`config.mk`:
```
export PLATFORM = sky130hd
export DESIGN_NAME = pattern_sequencer
export DESIGN_NICKNAME = d
export VERILOG_FILES = /design/src/match_pipe.v /design/src/pattern_sequencer.v
export VERILOG_INCLUDE_DIRS = /design/src /design/src/src
export SDC_FILE = /design/constraint.sdc
export NUM_CORES = 1
export LEC_CHECK = 0
export CORE_MARGIN = 3
export CORE_UTILIZATION = 35
export CTS_BUF_LIST = sky130_fd_sc_hd__clkbuf_4 sky130_fd_sc_hd__clkbuf_8
export CTS_CLUSTER_DIAMETER = 80
export DETAILED_ROUTE_END_ITERATION = 7
export DONT_BUFFER_PORTS = 1
export PLACE_DENSITY = 0.6
export SLEW_MARGIN = 20
export SYNTH_ARGS = -nofsm -noshare
export SYNTH_HDL_FRONTEND = slang
export SYNTH_HIERARCHICAL = 1
export SYNTH_SLANG_ARGS = --single-unit
```
`constraint.sdc`:
```
create_clock -name CLK -period 2.6 [get_ports CLK]
set_clock_uncertainty 0.15 [all_clocks]
set_input_delay 0.13 -clock CLK [delete_from_list [all_inputs] [get_ports CLK]]
set_output_delay 0.13 -clock CLK [all_outputs]
set_load 0.02 [all_outputs]
```
`src/patseq_defs.vh`:
```
`ifndef PATSEQ_DEFS_VH
`define PATSEQ_DEFS_VH

// Opcode encodings carried with each vector
`define OP_W          3
`define OP_NONE       3'h0
`define OP_SCAN       3'h1
`define OP_MATCH      3'h2
`define OP_HALT       3'h3
`define OP_SUSTAIN    3'h4
`define OP_BRANCH     3'h5
`define OP_EXIT_LOOP  3'h6

// Pipeline latency from a match vector to its matched condition
`define MATCH_LATENCY 80

// Scan count width and minimum legal value
`define SCAN_W        16
`define SCAN_MIN      16'h0001

// Sequencer modes
`define MODE_W        4
`define MODE_IDLE     4'h1
`define MODE_RUN      4'h2
`define MODE_SUSTAIN  4'h4
`define MODE_SCAN     4'h8

`endif

```
`src/match_pipe.v`:
```
`timescale 1ns/100ps
`default_nettype none
`include "patseq_defs.vh"

// Fixed-latency delay line carrying match results (valid + matched)
module match_pipe #(
	parameter DEPTH = `MATCH_LATENCY
) (
	input  wire clk,
	input  wire reset_n,
	input  wire in_valid,
	input  wire in_matched,
	output wire out_valid,
	output wire out_matched
);

	reg [DEPTH-1:0] valid_sr;
	reg [DEPTH-1:0] match_sr;

	// One stage per cycle, so the result emerges DEPTH cycles later
	genvar i;
	generate
		for (i = 0; i < DEPTH; i = i + 1) begin : stage
			always @(posedge clk or negedge reset_n) begin
				if (!reset_n) begin
					valid_sr[i] <= 1'b0;
					match_sr[i] <= 1'b0;
				end else if (i == 0) begin
					valid_sr[i] <= in_valid;
					match_sr[i] <= in_matched;
				end else begin
					valid_sr[i] <= valid_sr[(i == 0) ? 0 : i-1];
					match_sr[i] <= match_sr[(i == 0) ? 0 : i-1];
				end
			end
		end
	endgenerate

	assign out_valid   = valid_sr[DEPTH-1];
	assign out_matched = match_sr[DEPTH-1];

endmodule

`default_nettype wire

```
`src/pattern_sequencer.v`:
```
// Functional notes
// RULE1: Scan opcode expands into count scan subrows
// RULE2: Match compares without touching fail count
// RULE3: Matched condition appears exactly 80 cycles later
// RULE4: Only branch/exit on cycle 80 test it
// RULE5: All comparisons on match vector counted
// RULE6: Pattern uses repeat 79 as filler
// RULE7: Pattern may poll with looped matches
// RULE8: Halt stops sequencer and burst
// RULE9: Pins hold last programmed state after halt
// RULE10: Pattern must end with halt opcode
// RULE11: Sustain opcode jumps to sustain pattern
// RULE12: Leave sustain only on burst or abort
// RULE13: Sustain on sustain's last vector loops
// RULE14: Matched true only if all comparisons pass
`timescale 1ns/100ps
`default_nettype none
`include "patseq_defs.vh"

module pattern_sequencer #(
	parameter PINS    = 8,
	parameter LATENCY = `MATCH_LATENCY
) (
	input  wire            CLK,
	input  wire            RESET_N,
	input  wire            BURST_START,
	input  wire            SUSTAIN_ABORT,
	input  wire            VEC_VALID,
	input  wire [`OP_W-1:0]   VEC_OP,
	input  wire [`SCAN_W-1:0] VEC_SCAN_COUNT,
	input  wire            VEC_LAST,
	input  wire [PINS-1:0] VEC_DRIVE,
	input  wire [PINS-1:0] VEC_DRIVE_EN,
	input  wire [PINS-1:0] CMP_ENABLE,
	input  wire [PINS-1:0] CMP_PASS,
	output reg  [PINS-1:0] PIN_DRIVE,
	output reg  [PINS-1:0] PIN_DRIVE_EN,
	output reg             VEC_ACCEPT,
	output reg             SCAN_ACTIVE,
	output reg             BURST_ACTIVE,
	output reg             SUSTAIN_ACTIVE,
	output reg             SUSTAIN_RESTART,
	output reg             SEQ_HALTED,
	output reg             FAIL_SEEN,
	output reg  [15:0]     FAIL_COUNT,
	output reg             BRANCH_TAKE,
	output reg             BRANCH_VALID,
	output reg             SCAN_ERROR
);

	// One-hot sequencer states
	localparam [`MODE_W-1:0] S_IDLE    = `MODE_IDLE;
	localparam [`MODE_W-1:0] S_RUN     = `MODE_RUN;
	localparam [`MODE_W-1:0] S_SUSTAIN = `MODE_SUSTAIN;
	localparam [`MODE_W-1:0] S_SCAN    = `MODE_SCAN;

	reg  [`MODE_W-1:0] mode;
	reg  [`MODE_W-1:0] next_mode;
	reg  [`SCAN_W-1:0] scan_left;
	wire               pipe_valid;
	wire               pipe_matched;
	wire               step;
	wire               all_pass;
	wire               cmp_fail;
	wire               is_match;
	wire               is_test;
	wire               is_halt;
	wire               is_sustain;
	wire               is_scan;
	wire               scan_long;
	wire               scan_zero;
	wire               scan_done;
	wire               burst_ok;

	// Every enabled comparison must pass
	function pass_all;
		input [PINS-1:0] en;
		input [PINS-1:0] ok;
		begin
			pass_all = &(ok | ~en);
		end
	endfunction

	// States in which offered vectors are executed
	function runs_vectors;
		input [`MODE_W-1:0] m;
		begin
			runs_vectors = (m == S_RUN) || (m == S_SUSTAIN);
		end
	endfunction

	// A vector executes in run or sustain mode when offered
	assign step       = VEC_VALID && runs_vectors(mode);
	assign all_pass   = pass_all(CMP_ENABLE, CMP_PASS); // RULE5 RULE14
	assign is_match   = step && (VEC_OP == `OP_MATCH);
	assign is_halt    = step && (VEC_OP == `OP_HALT);
	assign is_sustain = step && (VEC_OP == `OP_SUSTAIN);
	assign is_scan    = step && (VEC_OP == `OP_SCAN);
	assign is_test    = step && ((VEC_OP == `OP_BRANCH) ||
		(VEC_OP == `OP_EXIT_LOOP));
	// Match vectors never reach the fail tally
	assign cmp_fail   = step && !is_match && !all_pass; // RULE2

	// Scan decode: extra subrows, illegal zero count, last subrow
	assign scan_long  = is_scan && (VEC_SCAN_COUNT > `SCAN_MIN);
	assign scan_zero  = is_scan && (VEC_SCAN_COUNT < `SCAN_MIN);
	assign scan_done  = (scan_left == `SCAN_MIN);
	// A burst is only started from idle or from sustain
	assign burst_ok   = BURST_START &&
		((mode == S_IDLE) || (mode == S_SUSTAIN));

	// Match results delayed by a fixed latency
	match_pipe #(
		.DEPTH(LATENCY)
	) match_pipe_i (
		.clk        (CLK),
		.reset_n    (RESET_N),
		.in_valid   (is_match),        // RULE3
		.in_matched (all_pass),        // RULE14
		.out_valid  (pipe_valid),
		.out_matched(pipe_matched)
	);

	// Mode transitions
	always @* begin
		next_mode = mode;
		case (mode)
			S_IDLE: begin
				if (BURST_START)
					next_mode = S_RUN;
			end
			S_RUN: begin
				if (is_halt)
					next_mode = S_IDLE; // RULE8
				else if (is_sustain)
					next_mode = S_SUSTAIN; // RULE11
				else if (scan_long)
					next_mode = S_SCAN; // RULE1
			end
			S_SCAN: begin
				if (scan_done)
					next_mode = S_RUN; // RULE1
			end
			S_SUSTAIN: begin
				if (BURST_START)
					next_mode = S_RUN; // RULE12
				else if (SUSTAIN_ABORT)
					next_mode = S_IDLE; // RULE12
			end
			default: next_mode = S_IDLE;
		endcase
	end

	// Mode register and scan subrow counter
	always @(posedge CLK or negedge RESET_N) begin
		if (!RESET_N) begin
			mode      <= S_IDLE;
			scan_left <= {`SCAN_W{1'b0}};
		end else begin
			mode <= next_mode;
			// The scan vector's own cycle is its first subrow
			if (mode == S_RUN && scan_long)
				scan_left <= VEC_SCAN_COUNT - `SCAN_MIN; // RULE1
			else if (mode == S_SCAN)
				scan_left <= scan_left - `SCAN_MIN;
		end
	end

	// Pin state, status and compare results
	always @(posedge CLK or negedge RESET_N) begin
		if (!RESET_N) begin
			PIN_DRIVE       <= {PINS{1'b0}};
			PIN_DRIVE_EN    <= {PINS{1'b0}};
			VEC_ACCEPT      <= 1'b0;
			SCAN_ACTIVE     <= 1'b0;
			BURST_ACTIVE    <= 1'b0;
			SUSTAIN_ACTIVE  <= 1'b0;
			SUSTAIN_RESTART <= 1'b0;
			SEQ_HALTED      <= 1'b1;
			FAIL_SEEN       <= 1'b0;
			FAIL_COUNT      <= 16'h0000;
			BRANCH_TAKE     <= 1'b0;
			BRANCH_VALID    <= 1'b0;
			SCAN_ERROR      <= 1'b0;
		end else begin
			// Pins only change on executed vectors; held when halted
			if (step) begin
				PIN_DRIVE    <= VEC_DRIVE;    // RULE9
				PIN_DRIVE_EN <= VEC_DRIVE_EN; // RULE9
			end
			VEC_ACCEPT     <= runs_vectors(next_mode);
			SCAN_ACTIVE    <= (next_mode == S_SCAN);
			BURST_ACTIVE   <= (next_mode == S_RUN) ||
				(next_mode == S_SCAN); // RULE8
			SUSTAIN_ACTIVE <= (next_mode == S_SUSTAIN);
			SEQ_HALTED     <= (next_mode == S_IDLE); // RULE8
			// Sustain opcode on the sustain pattern's last vector loops
			SUSTAIN_RESTART <= (mode == S_SUSTAIN) && is_sustain &&
				VEC_LAST; // RULE13
			if (burst_ok) begin
				FAIL_SEEN  <= 1'b0;
				FAIL_COUNT <= 16'h0000;
				SCAN_ERROR <= 1'b0;
			end else begin
				// Match vectors leave fail results alone
				if (cmp_fail) begin // RULE2
					FAIL_SEEN <= 1'b1;
					if (FAIL_COUNT != 16'hFFFF)
						FAIL_COUNT <= FAIL_COUNT + 16'h0001;
				end
				if (scan_zero)
					SCAN_ERROR <= 1'b1; // RULE1
			end
			// Condition is read only by a test on the 80th cycle
			BRANCH_VALID <= is_test && pipe_valid;     // RULE4
			BRANCH_TAKE  <= is_test && pipe_valid &&
				pipe_matched;                      // RULE3 RULE4
		end
	end

endmodule

`default_nettype wire

```
# == Yosys cells after proc, flatten, opt, wreduce, memory -nomap -nowiden ==
# Cells that the tools add are included.
# totals
out_inout_bits,42
register_bits,222
in_bits,57
word_cells,244
# classes
n_eq_ne,16
n_mux,17
n_addsub,3
n_bitwise,2
n_lt_le_gt_ge,2
n_reduce_logical,29
# ops
op,count
$mux W16,5
$sub A16 B1 Y16 const B,2
$mux W4,7
$add A16 B1 Y16 const B,1
$eq A16 B1 Y1 const B,1
$gt A16 B1 Y1 const B,1
$logic_and A1 B1 Y1,16
$lt A16 B1 Y1 const B,1
$ne A16 B16 Y1 const B,1
$pmux W4 S4,1
$eq A3 B3 Y1 const B,3
$eq A4 B1 Y1 const B,2
$eq A4 B2 Y1 const B,2
$eq A4 B3 Y1 const B,2
$eq A4 B4 Y1 const B,2
$not A8 Y8,1
$or A8 B8 Y8,1
$reduce_and A8 Y1,1
$reduce_bool A2 Y1,4
$eq A3 B2 Y1 const B,2
$logic_or A1 B1 Y1,5
$mux W1,4
$eq A3 B1 Y1 const B,1
$logic_not A1 Y1,2
$reduce_and A2 Y1,1

# == Depth between registers and ports, before layout ==
# Gate-level depths: netlist (run 1).
# depth
ltp_word,11
ltp_mapped,8
mapped_depth_nobuf,7

# == Hierarchy ==
# The synthesis (run 1) kept the hierarchy.
# by_module_without_submodules
module,seq_area_each_um2,cells_each,instances,area_per_inst_um2
match_pipe,4003.8,160,1,4003.8
pattern_sequencer,1554.0,384,1,3498.4

# == Worst setup path after synthesis (run 1) ==
# OpenSTA, ideal clock, no wires.
# synth_timing
path_type,reg2reg
from,register FAIL_COUNT[0]
to,register FAIL_COUNT[15]
synth_period_minus_slack_ns,2.328
arrival_ns,2.042
n_path_buf,1
setup_ns,0.136
path_stages_with_launch,8
t_required_ns,2.314
slack_ns,0.272
path_cell_list,dfrtp_1 > ha_1 > nand3_1 > or4b_2 > buf_2 > nand3_1 > or4_1 > a21oi_1
# synth_via
elab_chain_len,4
word_cells_on_any_way,7
cone_classes,add/sub (1); eq/ne (1); mux (3); reduce/logical (2)
# synth_rtl
element,line_no,rtl
from (decl),pattern_sequencer.v:45,"output reg [15:0] FAIL_COUNT,"
from (signal assigned),pattern_sequencer.v:209,FAIL_COUNT <= FAIL_COUNT + 16'h0001;
$add A16 B1 Y16,pattern_sequencer.v:209,
$mux W16,pattern_sequencer.v:208,if (FAIL_COUNT != 16'hFFFF)
$mux W16,pattern_sequencer.v:206,if (cmp_fail) begin
$mux W16,pattern_sequencer.v:200,if (burst_ok) begin
# Several ways; a longest one is shown, not always the timed one. The select of a mux whose other input is x is not followed.
# A chain may end at the register's enable or synchronous reset.

# == Worst setup path in the final report (run 1) ==
# layout_timing
from,input port VEC_SCAN_COUNT[10]
to,register scan_left[0]
# layout_via
elab_chain_len,4
word_cells_on_any_way,5
cone_classes,order compare (1); mux (1); reduce/logical (3)
# layout_rtl
element,line_no,rtl
from (decl),pattern_sequencer.v:30,"input wire [`SCAN_W-1:0] VEC_SCAN_COUNT,"
$gt A16 B1 Y1 (no source line) *,--,
$logic_and A1 B1 Y1 *,pattern_sequencer.v:105,assign scan_long = is_scan && (VEC_SCAN_COUNT > `SCAN_MIN);
$logic_and A1 B1 Y1 *,pattern_sequencer.v:162,if (mode == S_RUN && scan_long)
$mux W16 or $reduce_bool A2 Y1 (tied branches),--,
to (signal assigned),pattern_sequencer.v:158,scan_left <= {`SCAN_W{1'b0}};
to (signal assigned),pattern_sequencer.v:163,scan_left <= VEC_SCAN_COUNT - `SCAN_MIN;
to (signal assigned),pattern_sequencer.v:165,scan_left <= scan_left - `SCAN_MIN;
to (decl),pattern_sequencer.v:59,reg [`SCAN_W-1:0] scan_left;
# Mark *: on every way between the ends. The rest lies on a longest branch, timed or not.

==> summary.txt, run 1 <==
Setup path
  • Crit path from: VEC_SCAN_COUNT[10]
  • Worst reg2reg setup slack: ~90 ps
  • Worst r2r src: mode[0]
  • Critical path capture point type: flop
  • Setup crit end: scan_left[0]
  • WP data arrival: about 2800 ps
  • R2R depth: 7
  • Reg-to-Reg End: PIN_DRIVE[0]
  • Critical Path Start Type: primary input
  • Worst Path Required: roughly 2900 ps
  • Crit-path max FO: 9
  • Critical path class: primary input to flop

Drt
  • Drt pass-1 iters: 6
  • 1st-iter DRT viols: between 200 and 300
  • Final wirelength: about 16000 um
  • Vias: ~4700
  • Vias/cell: ~4.8
  • Drc violations: 0
  • Routed len/inst: 16.5 um
  • Antenna viol nets, final: 0

Timing
  • Worst-Margin Slew: 640 ps
  • Final setup viols: 0
  • Final Hold Vio Count: ~220
  • Slew margin rel.: between 50 and 60%
  • Max-slew violations: 0
  • Hold WS: -848 ps
  • F_max: between 300 and 400 MHz
  • Period utilization: just under 100%
  • Period minus WS final: ~2500 ps

Worst hold path
  • Hold WC Path Type: primary input to async pin

Floorplanning
  • Io pins: 99
  • Die X-Extent: 152 um
  • Die height: ~150 um
  • DIE AREA: about 0.023 mm2
  • Num rows: between 50 and 60
  • CORE AREA: 0.0206 mm2
  • Initial Util: between 30 and 40%

Place
  • Placed Cells: slightly above 800
  • PortBufs: 0
  • Placer congestion estimate: between 0.8 and 0.9
  • DP HPWL: ~9100 um

Finish
  • Multi-input gate area: about 0.0019 mm2
  • FILL cells: about 1800
  • Commonest cells after routing, fill and taps aside: dfrtp_1, dlygate4sd3_1, nand2_1
  • Commonest non-fill, non-tap cell in the layout: dfrtp_1
  • Register area: roughly 0.0056 mm2
  • Final Non-Filler Cells: about 1000
  • Layout area overhead: 29.1%
  • Proportion of layout cells with a drive suffix above 1: 16.0%
  • Final nets: about 750

Power and ir drop
  • Switching share of power: between 20 and 30%
  • Switching pwr: 2350 uW
  • Power Internal: about 6200 uW
  • P per Cell Area: 886 mW/mm2
  • Clock Power Share: 36.7%
  • Leakage: 0.00456 uW
  • IR drop worst, VDD: a little over 400 uV
  • Combinational power share: a little over an eighth
  • Seq pwr share: 49.8%

Clock network
  • Clk_lat worst skew: between 500 and 600 ps
  • Clock buffer depth: 3
  • Worst-path clk slew: 60 ps
  • Clock sinks: between 200 and 250
  • CTS tree: yes
  • Hold-fix buffers at CTS: 91
  • H-tree Lvls: 2
  • CTS Buf Count: 36
  • Root Buffer: clkbuf_8

Synth
  • Syn Nets: 606
  • Post-synth cell types: 51
  • Mapped Avg Cell Area: roughly 14 um2
  • Number of synthesized register bits: roughly 220
  • Syn. warnings: 6
  • Netlist Area Pre-Place: about 0.0075 mm2
  • Seq/Total Area, Yosys: 74.1%
  • Number of synthesized flops with an enable pin: 0
  • Ys async rst share: between 90% and 100%
  • Primary FF master, synth: dfrtp_1
  • Gate Count Post-Synth: ~540

Global route
  • Largest net degree at the start of global routing: about 220
  • First-pass GRT wire length: 26400 um
  • Number of global-route vias before repair: 5072
  • All-layer global routing usage: between 10% and 20%
  • Initial antenna violation count: 1
  • Overflow after GRT: 0

Outcome
  • Failing checks: hold timing
  • Status: finished, violations left

Job
  • Max-cap viol count: 0
==> worst min path at each step <==
| stage | end | cells past startpoint |
|---|---|---|
| after floorplan | BRANCH_TAKE | 0 |
| after global placement | match_pipe_i/match_sr[76] | 0 |
| after detailed placement | match_pipe_i/match_sr[77] | 0 |
| after CTS | match_pipe_i/match_sr[77] | 0 |
| after global routing | match_pipe_i/match_sr[71] | 0 |
| final | match_pipe_i/match_sr[71] | 0 |
==> registers in the layout, indices dropped and copies added, names as in the netlist <==
register	count
SEQ_HALTED	1
BURST_ACTIVE	1
PIN_DRIVE	8
PIN_DRIVE_EN	8
match_pipe_i/valid_sr	79
match_pipe_i/match_sr	79
scan_left	16
match_pipe_i/out_valid	1
BRANCH_VALID	1
FAIL_COUNT	16
SCAN_ERROR	1
mode	4
VEC_ACCEPT	1
SUSTAIN_RESTART	1
BRANCH_TAKE	1
SUSTAIN_ACTIVE	1
FAIL_SEEN	1
SCAN_ACTIVE	1
match_pipe_i/out_matched	1
==> cell families (layout without fill, tap and decap cells) <==
family	after synthesis	in the layout	synth area share [%]
xor+xnor	29	29	3.49
flops	222	222	74.1
other cells	0	1	0
mux	7	7	0.951
simple gates	199	199	14.0
buf+inv	24	187	1.52
fa+ha+maj	5	5	0.834
compound gates	58	58	5.17
==> power by group through the flow <==
stage                     clock [uW]  sequential [uW]  combinational (uW)
after floorplan                    0             4240                 585
after global placement             0             4310                 738
after detailed placement           0             4320                 773
after CTS                       3280             4270                1080
after global routing            3440             4320                1280
final                           3150             4270                1160
==> through the flow <==
step	power [uW]	setup slack, ps	area, um2	setup TNS, ps	utilization [%]
after detailed placement	5100	232	7940	0	38.5
after global placement	5040	311	7940	0	38.5
final	8590	67.6	9690	0	47.0
after floorplan	4830	272	7500	0	-
after global routing	9040	-3.02	9690	-3.02	47.0
after CTS	8630	11.7	9620	0	46.7
==> layer usage <==
layer  part of all wire (%)  global-route usage, %
met5                      0                      0
met4                    2.6                   6.21
met3                    7.4                   4.49
met2                     46                   21.5
met1                     44                   18.2
==> worst max-delay path, stage by stage <==
cell,delay [ps]
dlygate4sd3_1,600
or4_4,570
nor4_4,320
a31oi_2,160
buf_4,200
nor3_2,190
a21oi_1,50
dlygate4sd3_1,560
==> synth_stat cells (all sizes together), types with 2 or more instances <==
master   instances  share of area [%]
nand2b           4               0.33
and3             8               0.67
nand3           10               0.67
inv              8               0.40
o31ai           13                1.3
nor4             8               0.87
or3              3               0.25
or4             15                1.5
and2             3               0.25
o21ai            8               0.53
nand4            9               0.75
nand2           73                3.7
nor2            27                1.4
nor2b           11               0.92
xor2            12                1.5
a211oi           2               0.27
a31o             3               0.35
a21o             2               0.20
a31oi            5               0.50
dfrtp          220                 73
buf              9               0.77
nor3b            6               0.60
or4b             3               0.40
and4             2               0.23
clkbuf           7               0.35
dfstp            2               0.70
ha               5               0.83
mux2i            6               0.80
xnor2           17                2.0
nor3            13               0.87
a21oi           17                1.1
nand3b           3               0.30
a2111oi          2               0.23
==> layout make-up <==
type / instances / area share [%]
Sequential cell: 222 / 57.4
Clock inverter: 12 / 1.29
Clock buffer: 50 / 6.65
Multi-Input combinational cell: 298 / 19.4
Inverter: 8 / 0.310
Antenna cell: 1 / 0.0258
Timing Repair Buffer: 117 / 11.5
Tap cell: 270 / 3.49
==> timing repair <==
action                                  in CTS  in global routing
setup buffers                                0                  3
gates resized for setup                      0                 12
endpoints found under the setup margin       0                 17
endpoints found under the hold margin      281                222
(Power assumes the default switching activity.)
==> run 2, diff against run 1 <==
--- a/config.mk
+++ b/config.mk
@@ -12,7 +12,7 @@
 export CTS_CLUSTER_DIAMETER = 80
 export DETAILED_ROUTE_END_ITERATION = 7
 export DONT_BUFFER_PORTS = 1
-export PLACE_DENSITY = 0.6
+export PLACE_DENSITY = 0.62
 export SLEW_MARGIN = 20
 export SYNTH_ARGS = -nofsm -noshare
 export SYNTH_HDL_FRONTEND = slang
==> constraint.sdc (replaced) <==
create_clock -name CLK -period 2.3 [get_ports CLK]
set_clock_uncertainty 0.15 [all_clocks]
set_input_delay 0 -clock CLK [delete_from_list [all_inputs] [get_ports CLK]]
set_output_delay 0 -clock CLK [all_outputs]
set_load 0.02 [all_outputs]
==> run 2 against run 1 <==
The run still ends with hold timing left. Critical path depth shrank 1. Final cell count shrank 1.0%. Count of clock-buffer cells in the layout grew 6. Utilization shrank 0.78 points. Via count shrank 0.79%. Routed wire length shrank 5.2%. Setup slack lost 8.2 ps.
==> summary.txt, run 2 (synthesis results as in run 1) <==
Outcome
  • Failing checks: hold timing
  • Status: finished, violations left

Clock network
  • Clock sinks: 222 (unchanged)
  • CTS Buf Count: 35 (-2.8%)
  • H-tree Lvls: 2 (unchanged)
  • CTS tree: yes
  • Hold-fix buffers at CTS: 67 (-26%)
  • Clk_lat worst skew: 520 ps (about the same)
  • Worst-path clk slew: 60 ps (about the same)
  • Clock buffer depth: 3 (unchanged)
  • Root Buffer: clkbuf_8

Drt
  • Drc violations: 0 (unchanged)
  • Vias: 4635 (-0.79%)
  • Antenna viol nets, final: 0 (unchanged)
  • 1st-iter DRT viols: 313 (+11%)
  • Final wirelength: 15300 um (-5.2%)
  • Drt pass-1 iters: 6 (unchanged)
  • Vias/cell: 4.79 (+0.23%)
  • Routed len/inst: 15.8 um (-4.2%)

Floorplanning
  • Initial Util: 36.4% (unchanged)
  • Die height: 152 um (unchanged)
  • Num rows: 52 (unchanged)
  • Die X-Extent: 152 um (unchanged)
  • CORE AREA: 0.0206 mm2 (unchanged)
  • Io pins: 99 (unchanged)
  • DIE AREA: 0.0232 mm2 (unchanged)

Global route
  • Number of global-route vias before repair: 5037 (-0.69%)
  • All-layer global routing usage: 13.5% (-0.46 points)
  • Initial antenna violation count: 3 (+2)
  • Overflow after GRT: 0 (unchanged)
  • Largest net degree at the start of global routing: 223 (unchanged)
  • First-pass GRT wire length: 25800 um (-2.2%)

Job
  • Max-cap viol count: 0 (unchanged)

Finish
  • Final nets: 732 (-1.7%)
  • Top flop regs: match_pipe_i/match_sr (79), match_pipe_i/valid_sr (79)
  • Proportion of layout cells with a drive suffix above 1: 17.4% (+1.4 points)
  • Layout area overhead: 27.0%
  • Commonest cells after routing, fill and taps aside: dfrtp_1, nand2_1, dlygate4sd3_1
  • Commonest non-fill, non-tap cell in the layout: dfrtp_1

Timing
  • Final Hold Vio Count: 222 (unchanged)
  • Post-Route Setup TNS: 0 ps (unchanged)
  • Slew margin rel.: 70.2% (+13 points)
  • F_max: 446 MHz
  • Max-slew violations: 0 (unchanged)
  • Period utilization: a little over nine tenths
  • Hold WS: -973 ps (-125 ps)
  • Worst-Margin Slew: 436 ps (-205 ps)
  • Period minus WS final: 2240 ps
  • RSZ-0062 raised after global routing: false
  • Final setup viols: 0 (unchanged)

Setup path
  • Critical path's most frequent cell: dlygate4sd3_1
  • Critical path's top delay family: buffers and inverters
  • WP data arrival: 2530 ps (-250 ps)
  • CP Buf/Inv Count: 2 (-1)
  • Worst Path Required: 2590 ps (-260 ps)
  • Critical path class: primary input to flop
  • Critical path cell sequence: dlygate4sd3_1, or4_1, nor4_1, xor2_1, dlygate4sd3_1, nand2_1, o21ai_1
  • Crit-path max cell delay: 720 ps (+120 ps)
  • Critical Path Start Type: primary input
  • Crit-path max FO: 5 (-4)
  • Slowest cell on the critical path: or4_1
  • Critical path capture point type: flop

Power and ir drop
  • Pwr Total: 9360 uW (+9.1%)
  • P per Cell Area: 983 mW/mm2 (+11%)
  • IR drop worst, VDD: 412 uV (+1.8%)
  • Leakage: 0.00450 uW (-1.2%)

Place
  • DP HPWL: 9070 um (-0.60%)
  • PortBufs: 0 (unchanged)
  • Placer congestion estimate: 0.854 (+0.60%)

Worst hold path
  • Hold WC Path Type: primary input to async pin
==> run 2: cell types whose count changed in the layout (fill, tap and decap cells not counted), sizes merged <==
cell / before / now
clkinvlp: 2 / 1
clkbuf: 50 / 56
diode: 1 / 3
inv: 10 / 9
buf: 27 / 38
clkinv: 6 / 4
dlygate4sd3: 90 / 67
bufinv: 2 / 0
==> run 2: stage by stage <==
stage	worst slack, ps	util [%]	instances	hold slack (ps)	instance area, um2
floorplan	42.8	-	544	-446	7500
global placement	183	39.0	834	-433	8050
detailed placement	128	39.0	834	-435	8050
CTS	53.9	46.0	963	-1000	9490
global route	2.97	46.2	968	-1010	9530
finish	59.4	46.2	968	-973	9530
==> run 2: area by class of cell <==
class,instances,area [um2]
fillers,1757,11100
flip-flops and latches,222,5560
multi-input cells,298,1850
repair buffers,105,968
clock buffers,56,721
well taps,270,338
clock inverters,6,47.5
inverters,8,30.0
diodes,3,7.51
==> run 2: what timing repair did <==
item / CTS / global route
endpoints found under the hold margin: 286 / 222
setup endpoints to repair: 0 / 21
setup buffers: 0 / 2
gates resized for setup: 0 / 4
==> run 2: path summary, 6_finish.rpt <==
kind,start,end,slack [ps],depth (start not counted)
max in group asynchronous,RESET_N,mode[0],2610,0
worst max register to register,mode[0],PIN_DRIVE[2],100,7
worst max-delay path,VEC_SCAN_COUNT[2],scan_left[7],60,7
worst min-delay path,RESET_N,match_pipe_i/match_sr[60],-970,0
worst min register to register,match_pipe_i/match_sr[40],match_pipe_i/match_sr[41],190,0
min in group CLK,VEC_SCAN_COUNT[0],scan_left[0],60,2
==> run 2: where the power goes <==
group          switching (uW)  internal, uW  leakage, uW  total, uW
Clock                    1480          2000     0.000405       3480
Sequential                515          4310      0.00300       4830
Combinational             554           504      0.00110       1060
Total                    2550          6820      0.00450       9360
==> run 2: metal layers <==
layer	global-route usage (%)	share of wire (%)
met1	18.3	45
met2	20.2	45
met3	4.63	7.9
met4	5.01	1.9
met5	0	0
==> run 3, diff against run 2 <==
--- a/config.mk
+++ b/config.mk
@@ -6,7 +6,7 @@
 export SDC_FILE = /design/constraint.sdc
 export NUM_CORES = 1
 export LEC_CHECK = 0
-export CORE_MARGIN = 3
+export CORE_MARGIN = 2
 export CORE_UTILIZATION = 35
 export CTS_BUF_LIST = sky130_fd_sc_hd__clkbuf_4 sky130_fd_sc_hd__clkbuf_8
 export CTS_CLUSTER_DIAMETER = 80
==> run 3 against run 2 <==
The run still ends with hold timing left. Critical endpoint is now PIN_DRIVE[3]. Largest cell class unchanged. Final cell count shrank 0.21%. Sequential power is essentially flat. Global-route usage grew 0.53 points. Non-clock buffer count shrank 3. Combinational power shrank 5%. Critical path depth is the same. Die area shrank 2.6%.
==> summary.txt, run 3 (synthesis results as in run 1) <==
Setup path
  • R2R depth: 7 (unchanged)
  • Critical Path Start Type: flop
  • Critical path class: flop to flop
  • WP data arrival: 2460 ps (-70 ps)
  • Critical path capture point type: flop
  • Worst Path Required: 2530 ps (-60 ps)
  • Worst reg2reg setup slack: 80 ps (-20 ps)
  • Reg-to-Reg End: PIN_DRIVE[3]
  • Crit-path max FO: 18 (+13)
  • Worst r2r src: mode[0]

Finish
  • Final nets: 730 (-0.27%)
  • Fin area: 0.00947 mm2 (-0.55%)
  • Layout area overhead: 26.3%
  • Proportion of layout cells with a drive suffix above 1: 16.9% (-0.48 points)
  • Top flop regs: match_pipe_i/match_sr (79), match_pipe_i/valid_sr (79)
  • Commonest non-fill, non-tap cell in the layout: dfrtp_1
  • Commonest cells after routing, fill and taps aside: dfrtp_1, nand2_1, dlygate4sd3_1
  • Antenna diodes: 0 (-3)

Clock network
  • Worst-path clk slew: 60 ps (about the same)
  • Clk_lat worst skew: 510 ps (about the same)
  • Clock buffer depth: 3 (unchanged)
  • CTS tree: yes
  • H-tree Lvls: 2 (unchanged)
  • CTS Buf Count: 36 (+2.9%)
  • Root Buffer: clkbuf_8
  • Clock sinks: 222 (unchanged)
  • Hold-fix buffers at CTS: 69 (+3.0%)

Drt
  • Metal-1 WL: 6690 um (-2.2%)
  • Final wirelength: 15400 um (+0.71%)
  • Antenna viol nets, final: 0 (unchanged)
  • Vias/cell: 4.76 (-0.59%)
  • Highest metal used: met4
  • Met3 wire len: 1130 um (-6.3%)
  • Routed len/inst: 15.9 um (+0.92%)
  • 1st-iter DRT viols: 252 (-19%)
  • Vias: 4598 (-0.80%)
  • Drt pass-1 iters: 4 (-2)
  • Met2 Wirelength: 7300 um (+5.0%)
  • Drc violations: 0 (unchanged)

Timing
  • Max-slew violations: 0 (unchanged)
  • Final setup viols: 0 (unchanged)
  • Post-Route Setup TNS: 0 ps (unchanged)
  • F_max: 450 MHz (+0.73%)
  • Period utilization: 96.7% (-0.71 points)
  • Period minus WS final: 2220 ps (-16.2 ps)
  • RSZ-0062 raised after global routing: false
  • Slew margin rel.: 70.4% (+0.21 points)
  • Hold WS: -948 ps (+25.3 ps)
  • Final Hold Vio Count: 222 (unchanged)
  • Worst-Margin Slew: 432 ps (-3.10 ps)

Power and ir drop
  • Pwr Total: 9270 uW (-0.99%)
  • IR drop worst, VDD: 359 uV (-13%)
  • P per Cell Area: 979 mW/mm2 (-0.44%)
  • Leakage: 0.00448 uW (-0.48%)

Floorplanning
  • Die height: 150 um (-1.3%)
  • Initial Util: 35.7% (-0.69 points)
  • CORE AREA: 0.0210 mm2 (+1.9%)
  • Die X-Extent: 150 um (-1.3%)
  • Io pins: 99 (unchanged)
  • DIE AREA: 0.0226 mm2 (-2.6%)
  • Num rows: 53 (+1.9%)

Outcome
  • Status: finished, violations left
  • Failing checks: hold timing

Worst hold path
  • Hold WC Path Type: primary input to async pin

Global route
  • Overflow after GRT: 0 (unchanged)
  • Initial antenna violation count: 0 (-3)
  • Largest net degree at the start of global routing: 223 (unchanged)
  • Number of global-route vias before repair: 4882 (-3.1%)
  • First-pass GRT wire length: 24900 um (-3.7%)
  • All-layer global routing usage: 14.0% (+0.53 points)

Place
  • Post-place instance area: 0.00802 mm2 (-0.36%)
  • DP HPWL: 9150 um (+0.88%)
  • PortBufs: 0 (unchanged)
  • Placer congestion estimate: 0.860 (+0.62%)

Job
  • Max-cap viol count: 0 (unchanged)
-- run 3: cell count changes in the layout (fill, tap and decap cells not counted), moves of 2 or more --
cell and change:
diode_2 -3, buf_4 -4, dlygate4sd3_1 +2, clkinv_2 +2, clkbuf_4 +3, clkbuf_8 -5
-- run 3: what timing repair did --
action	CTS	global route
gates resized for setup	0	6
buffers inserted	0	0
hold endpoints to repair	286	222
endpoints found under the setup margin	0	11
-- run 3: how the worst max path moves through the flow --
stage | from | end | depth (start not counted)
after floorplan | FAIL_COUNT[0] | FAIL_COUNT[15] | 7
after global placement | FAIL_COUNT[0] | FAIL_COUNT[13] | 6
after detailed placement | FAIL_COUNT[0] | FAIL_COUNT[13] | 6
after CTS | VEC_SCAN_COUNT[2] | scan_left[11] | 7
after global routing | mode[0] | PIN_DRIVE[3] | 7
final | mode[0] | PIN_DRIVE[3] | 7
-- run 3: worst max-delay path: stages, from the launching register on --
cell and delay [ps]:
dfstp_2 610, nor2_2 70, buf_4 150, and3_1 190, buf_4 210, nand2_1 90, dlygate4sd3_1 560, nand2_1 60
-- run 3: metrics by stage --
step                      utilization, %  hold WS [ps]  cells  setup slack, ps
after global placement              38.1          -431    836              178
after detailed placement            38.1          -431    836             89.0
after floorplan                        -          -446    544             42.8
final                               45.1          -948    966             75.6
after CTS                           44.9          -986    966             33.3
after global routing                45.1          -994    966             2.27
-- run 3: layout make-up --
type                       count  area (um2)
timing repair buffer         102         938
fill                        1850       11500
tap                          275         344
clock buffer                  54         674
multi-input combinational    298        1860
inverter                       8        30.0
sequential                   222        5560
clock inverter                 7        63.8
-- run 3: metal layers --
layer | GRT usage (%) | up-vias
met4 | 4.58 | 0
li1 | - | 2120
met5 | 0 | -
met1 | 17.8 | 2331
met2 | 21.9 | 119
met3 | 5.70 | 28
-- run 3: power breakdown --
part	switching, uW	total (uW)	internal, uW	leakage [uW]
clock network	1430	3420	1990	0.000398
registers	535	4850	4310	0.00300
logic	527	1010	480	0.00109
